==> config.mk <==
export PLATFORM = sky130hd
export DESIGN_NAME = rmirq_top
export DESIGN_NICKNAME = d
export VERILOG_FILES = /design/src/design/rmirq_pkg.sv /design/src/design/rmirq_top.sv
export SDC_FILE = /design/constraint.sdc
export NUM_CORES = 1
export LEC_CHECK = 0
export BUFFER_PORTS_ARGS = -buffer_cell sky130_fd_sc_hd__clkbuf_2
export CORE_MARGIN = 2
export CORE_UTILIZATION = 50
export DETAILED_ROUTE_END_ITERATION = 16
export GPL_TIMING_DRIVEN = 0
export PLACE_DENSITY = 0.79
export REMOVE_ABC_BUFFERS = 1
export SYNTH_ARGS = -nofsm -noshare
export SYNTH_HDL_FRONTEND = slang
export SYNTH_SLANG_ARGS = --single-unit
export TNS_END_PERCENT = 30
==> constraint.sdc <==
create_clock -name I_CLK -period 2.5 [get_ports I_CLK]
set_input_delay 0.25 -clock I_CLK [delete_from_list [all_inputs] [get_ports I_CLK]]
set_output_delay 0.25 -clock I_CLK [all_outputs]
set_load 0.02 [all_outputs]
==> src/design/rmirq_pkg.sv <==
package rmirq_pkg;

    // ****************************************
    // Widths and counts
    // ****************************************
    localparam int          RMIRQ_NUM_LINES  = 4;      // Four shared mode/request pins
    localparam int          RMIRQ_MODE_W     = 4;      // Sixteen boot modes
    localparam int          RMIRQ_PHASE_W    = 2;      // Phase generator width
    localparam logic [3:0]  RMIRQ_MODE_RST   = 4'h0;   // Mode register value while in reset
    localparam logic [1:0]  RMIRQ_PHASE_RST  = 2'h0;   // Phase generator restart value
    localparam logic [3:0]  RMIRQ_LINES_IDLE = 4'hF;   // Request pins idle high
    localparam int          RMIRQ_FIRST_LINE = 0;      // Line that also wakes from stop

    // ****************************************
    // Types
    // ****************************************
    typedef enum logic [2:0]
    {
        RMIRQ_ST_RESET = 3'h1,
        RMIRQ_ST_LATCH = 3'h2,
        RMIRQ_ST_RUN   = 3'h4
    } rmirq_state_t;

    // Per-line interrupt configuration
    typedef struct packed
    {
        logic [3:0] enable;     // 1 = request may be raised
        logic [3:0] edge_mode;  // 1 = falling edge, 0 = low level
    } rmirq_cfg_t;

    // Standby state of the core
    typedef struct packed
    {
        logic in_stop;
        logic in_wait;
    } rmirq_standby_t;

endpackage

==> src/design/rmirq_top.sv <==
`timescale 1ns/1ps

// Overview of operation
// - Four mode pins form a 4-bit code, latched into mode register at reset release.
// - After reset release the same four pins act as interrupt request lines.
// - Each request is selectable as low level or falling edge; enable masks its pending flag but not wake.
// - First request line wakes the core from either stop or wait.
// - Second to fourth request lines wake the core from wait only.
// - Reset holds the chip in reset and restarts the phase generator.
module rmirq_top
    import rmirq_pkg::*;
(
    input  wire logic                        I_CLK,
    input  wire logic                        I_RST,
    input  wire logic [RMIRQ_NUM_LINES-1:0]  I_MODE_PINS,
    input  wire rmirq_cfg_t                  I_CFG,
    input  wire logic [RMIRQ_NUM_LINES-1:0]  I_INT_ACK,
    input  wire rmirq_standby_t              I_STANDBY,
    output logic [RMIRQ_MODE_W-1:0]          O_OP_MODE,
    output logic                             O_MODE_VALID,
    output logic [RMIRQ_NUM_LINES-1:0]       O_INT_PEND,
    output logic                             O_WAKE,
    output logic                             O_CHIP_RESET,
    output logic [RMIRQ_PHASE_W-1:0]         O_PHASE
);

    // ****************************************
    // Helper functions
    // ****************************************
    // Falling edge of an active-low line
    function automatic logic [RMIRQ_NUM_LINES-1:0] fall_det
    (
        input logic [RMIRQ_NUM_LINES-1:0] prev,
        input logic [RMIRQ_NUM_LINES-1:0] curr
    );
        fall_det = prev & ~curr;
    endfunction

    // ****************************************
    // Declarations
    // ****************************************
    logic [RMIRQ_NUM_LINES-1:0] sync1_r;
    logic [RMIRQ_NUM_LINES-1:0] sync1_nxt;
    logic [RMIRQ_NUM_LINES-1:0] sync2_r;
    logic [RMIRQ_NUM_LINES-1:0] sync2_nxt;
    logic [RMIRQ_NUM_LINES-1:0] prev_r;
    logic [RMIRQ_NUM_LINES-1:0] prev_nxt;
    rmirq_state_t               state_r;
    rmirq_state_t               state_nxt;
    logic [RMIRQ_MODE_W-1:0]    mode_r;
    logic [RMIRQ_MODE_W-1:0]    mode_nxt;
    logic                       mode_valid_r;
    logic                       mode_valid_nxt;
    logic [RMIRQ_NUM_LINES-1:0] pend_r;
    logic [RMIRQ_NUM_LINES-1:0] pend_nxt;
    logic                       wake_r;
    logic                       wake_nxt;
    logic                       chip_rst_r;
    logic                       chip_rst_nxt;
    logic [RMIRQ_PHASE_W-1:0]   phase_r;
    logic [RMIRQ_PHASE_W-1:0]   phase_nxt;
    logic [RMIRQ_NUM_LINES-1:0] raw_req;
    logic [RMIRQ_NUM_LINES-1:0] fall_vec;

    // ****************************************
    // Pin synchroniser
    // ****************************************
    // Two flops per line, first flop feeds only the second
    always_comb
    begin
        sync1_nxt = I_MODE_PINS;
        sync2_nxt = sync1_r;
        prev_nxt  = (state_r == RMIRQ_ST_RUN) ? sync2_r : RMIRQ_LINES_IDLE;
    end

    always_ff @(posedge I_CLK)
    begin
        if (I_RST)
        begin
            sync1_r <= RMIRQ_LINES_IDLE;
            sync2_r <= RMIRQ_LINES_IDLE;
            prev_r  <= RMIRQ_LINES_IDLE;
        end
        else
        begin
            sync1_r <= sync1_nxt;
            sync2_r <= sync2_nxt;
            prev_r  <= prev_nxt;
        end
    end

    // ****************************************
    // Reset sequencer and mode latch
    // ****************************************
    // Mode captured on second edge after reset release
    always_comb
    begin
        state_nxt      = state_r;
        mode_nxt       = mode_r;
        mode_valid_nxt = mode_valid_r;
        chip_rst_nxt   = 1'b0;
        case (state_r)
            RMIRQ_ST_RESET:
            begin
                chip_rst_nxt = 1'b1;
                state_nxt    = RMIRQ_ST_LATCH;
            end
            RMIRQ_ST_LATCH:
            begin
                mode_nxt       = I_MODE_PINS;
                mode_valid_nxt = 1'b1;
                state_nxt      = RMIRQ_ST_RUN;
            end
            RMIRQ_ST_RUN:
            begin
                state_nxt = RMIRQ_ST_RUN;
            end
            default:
            begin
                state_nxt = RMIRQ_ST_RESET;
            end
        endcase
    end

    always_ff @(posedge I_CLK)
    begin
        if (I_RST)
        begin
            state_r      <= RMIRQ_ST_RESET;
            mode_r       <= RMIRQ_MODE_RST;
            mode_valid_r <= 1'b0;
            chip_rst_r   <= 1'b1;
        end
        else
        begin
            state_r      <= state_nxt;
            mode_r       <= mode_nxt;
            mode_valid_r <= mode_valid_nxt;
            chip_rst_r   <= chip_rst_nxt;
        end
    end

    // ****************************************
    // Phase generator
    // ****************************************
    // Free running, restarted by reset
    always_comb
    begin
        phase_nxt = RMIRQ_PHASE_W'(phase_r + 2'h1);   // Wraps on purpose
    end

    always_ff @(posedge I_CLK)
    begin
        if (I_RST)
            phase_r <= RMIRQ_PHASE_RST;
        else
            phase_r <= phase_nxt;
    end

    // ****************************************
    // Interrupt requests and wake
    // ****************************************
    // Level or edge per line, masked, set wins over ack
    always_comb
    begin
        raw_req  = '0;
        fall_vec = fall_det(prev_r, sync2_r);
        pend_nxt = pend_r;
        wake_nxt = 1'b0;
        if (state_r == RMIRQ_ST_RUN)
        begin
            for (int i = 0; i < RMIRQ_NUM_LINES; i++)
            begin
                if (I_CFG.edge_mode[i])
                    raw_req[i] = fall_vec[i];
                else
                    raw_req[i] = ~sync2_r[i];
            end
            for (int i = 0; i < RMIRQ_NUM_LINES; i++)
            begin
                if (I_CFG.edge_mode[i])
                    pend_nxt[i] = (pend_r[i] & ~I_INT_ACK[i]) | (raw_req[i] & I_CFG.enable[i]);
                else
                    pend_nxt[i] = raw_req[i] & I_CFG.enable[i];
            end
            // Line one wakes stop or wait; others wake wait only
            wake_nxt = (raw_req[RMIRQ_FIRST_LINE] & (I_STANDBY.in_stop | I_STANDBY.in_wait))
                     | ((|raw_req[RMIRQ_NUM_LINES-1:1]) & I_STANDBY.in_wait);
        end
        else
        begin
            pend_nxt = '0;
        end
    end

    always_ff @(posedge I_CLK)
    begin
        if (I_RST)
        begin
            pend_r <= '0;
            wake_r <= 1'b0;
        end
        else
        begin
            pend_r <= pend_nxt;
            wake_r <= wake_nxt;
        end
    end

    // ****************************************
    // Outputs
    // ****************************************
    assign O_OP_MODE    = mode_r;
    assign O_MODE_VALID = mode_valid_r;
    assign O_INT_PEND   = pend_r;
    assign O_WAKE       = wake_r;
    assign O_CHIP_RESET = chip_rst_r;
    assign O_PHASE      = phase_r;

endmodule

==> flow_summary.json <==
{
  "syn_area_per_cell_um2": 9.821,
  "slew_viol_final": 0,
  "final.setup.tns_ps": 0,
  "leakage_uw": 0.0005298,
  "num_antenna_cells": 0,
  "die_y_um": 46.74,
  "max_freq_mhz": 694.0,
  "yosys.area.top_type": "dfxtp_1",
  "routed_via_density": 4.586,
  "area_delta_synth_final_pct": 25.75,
  "worst-setup-path-type": "flip-flop to flip-flop",
  "numPortBuffers": 32,
  "drc_errors": 0,
  "grt_use_total": 0.1572,
  "max_cap_viol_count": 0,
  "grt.overflow.total": 0,
  "drt_first_pass_iters": 3,
  "hold_class": "input port to flip-flop",
  "synth_top_area_frac": 0.6137,
  "crit_path_cell_trace": "or4b_1 > or2_1",
  "cts_buffer_depth": 2,
  "finalCritPeriodShare": 0.5764,
  "utilization": 0.6652,
  "row_count": 15,
  "design_area_mm2": 0.001149,
  "synthTopCellsByCount": "dfxtp_1, nor2_1, a21oi_1",
  "netlist_area_um2": 913.4,
  "cp-start-kind": "flip-flop",
  "dieArea_mm2": 0.002185,
  "dp_hpwl_um": 1163,
  "ios": 33,
  "cp-end-kind": "flip-flop",
  "cts_made_buffers": 3,
  "synth_cells": 93,
  "ir_drop_v": 0.0005263,
  "slowest_stage": "or4b_1",
  "max_slew.worst_pin.slew_ps": 503.6,
  "yosys-top-cells-area": "dfxtp_1, nor2_1, or2_2, a21oi_1, mux2i_1",
  "drive_above_1_share": 0.3543,
  "setup_viol": 0,
  "cellPowerDensity_mw_per_mm2": 827.3,
  "post_drt_wl_per_cell_um": 9.822,
  "async_flop_share": 0,
  "antenna_found_initial": 0,
  "synthMostInstantiatedCell": "dfxtp_1",
  "grt_pass1_wl_um": 2366,
  "synth_seq_area_share": 0.6137,
  "drt_iter0_drc": 4,
  "clock_skew_ps": 2.477,
  "cts_sinks": 28,
  "synth_edf_count": 0,
  "root_buffer": "clkbuf_4",
  "slowest_delay_ps": 700,
  "core_mm2": 0.001727,
  "clk_pin_slew_ps": 140,
  "postCtsHoldBufs": 0,
  "routed_wl_um": 1493,
  "dpl_cell_area_mm2": 0.001096,
  "required_ps": 2740,
  "fill_cells": 165,
  "fin_nets": 148,
  "outcome": "completed",
  "grt_start_max_net_pins": 20,
  "ys.warnings.count": 0,
  "ys_types": 19,
  "rsz0062_at_grt": "no",
  "crit_arrival_ps": 1680,
  "gp_congestion": 0.6774,
  "ys_ff_latch": 28,
  "cts_setup_buffers": 0,
  "drtAntennaViolNets": 0,
  "start_util": 0.5290,
  "die_w_um": 46.74,
  "worst-path-max-fanout": 10,
  "route.vias.total": 697,
  "ys.flop_type": "dfxtp_1",
  "cts.htree.levels": 1,
  "cts_tree": "yes",
  "grt_pass1_vias": 592,
  "final.min_clock_period_ps": 1441,
  "cts_resized": 0,
  "slew-limit-headroom": 0.6628,
  "insertion_delay_ps": 330,
  "hold_viol_final": 0
}
## metal layers
metal / global-route usage / share of wire
met5: 0 / 0
met4: 0.08333 / 0.017
met3: 0.04615 / 0.080
met2: 0.2472 / 0.45
met1: 0.1961 / 0.46
## power by group
group	leakage, uW	total (uW)	switching [uW]	internal [uW]
Combinational	0.000272	136	73.0	62.7
Sequential	0.000229	520	32.5	488
Clock	0.0000279	294	132	162
## metrics by stage
step / setup slack, ps / instances / hold WS [ps] / total power [uW]
2_1_floorplan: 1189 / 91 / 316.7 / 614.0
3_3_place_gp: 961.9 / 148 / 391.7 / 659.0
3_5_place_dp: 963.8 / 148 / 396.0 / 670.2
4_1_cts: 1052 / 152 / 103.1 / 957.3
5_1_grt: 968.3 / 152 / 103.6 / 992.8
6_report: 1059 / 152 / 109.4 / 950.2
## layout by cell type (no fill, tap or decap), types with 3 or more instances in the layout
cell type | netlist | routed
clkbuf_2 | 0 | 32
dfxtp_1 | 28 | 28
nor2_1 | 16 | 16
a21oi_1 | 9 | 9
or2_2 | 8 | 8
inv_1 | 6 | 6
nand2_1 | 5 | 5
or2_1 | 4 | 4
mux2i_1 | 4 | 4
o21ai_0 | 3 | 3
clkbuf_4 | 0 | 3
## worst max-delay path, delay by kind of cell, from the launching register on
kind / cells / cell delay [ps]
simple gates: 2 / 970
flops: 1 / 380
## final timing paths
kind                            cells past startpoint          to  slack (ps)      startpoint
worst max-delay path                                2   prev_r[2]        1060      state_r[1]
worst min-delay path                                2  sync1_r[3]         110  I_MODE_PINS[3]
worst max register to register                      2   prev_r[2]        1060      state_r[1]
worst min register to register                      1  sync2_r[0]         430      sync1_r[0]
## state kept, by name, indices dropped and copies added (netlist names)
| register | cells |
|---|---|
| state_r | 3 |
| O_WAKE | 1 |
| prev_r | 4 |
| O_OP_MODE | 4 |
| O_INT_PEND | 4 |
| sync1_r | 4 |
| O_CHIP_RESET | 1 |
| O_PHASE | 2 |
| sync2_r | 4 |
| O_MODE_VALID | 1 |
## cells by family (layout without fill, tap and decap cells)
group | Yosys count | count (layout) | synth area share
xor gates and xnor gates | 2 | 2 | 0.01918
AOI/OAI and AO/OA | 14 | 14 | 0.08356
and+or+nand+nor | 37 | 37 | 0.2055
muxes | 4 | 4 | 0.04384
buffers and inverters | 8 | 42 | 0.03424
DFF | 28 | 28 | 0.6137
## layout make-up
class                      instances  area, um2  share of cell area
sequential                        28      560.5              0.4880
multi-input combinational         57      321.6              0.2800
timing repair buffer              32      160.2              0.1394
tap                               25      31.28             0.02723
clock inverter                     1      30.03             0.02614
clock buffer                       3      22.52             0.01961
inverter                           6      22.52             0.01961
No activity file was read; power rests on OpenSTA's default activity.
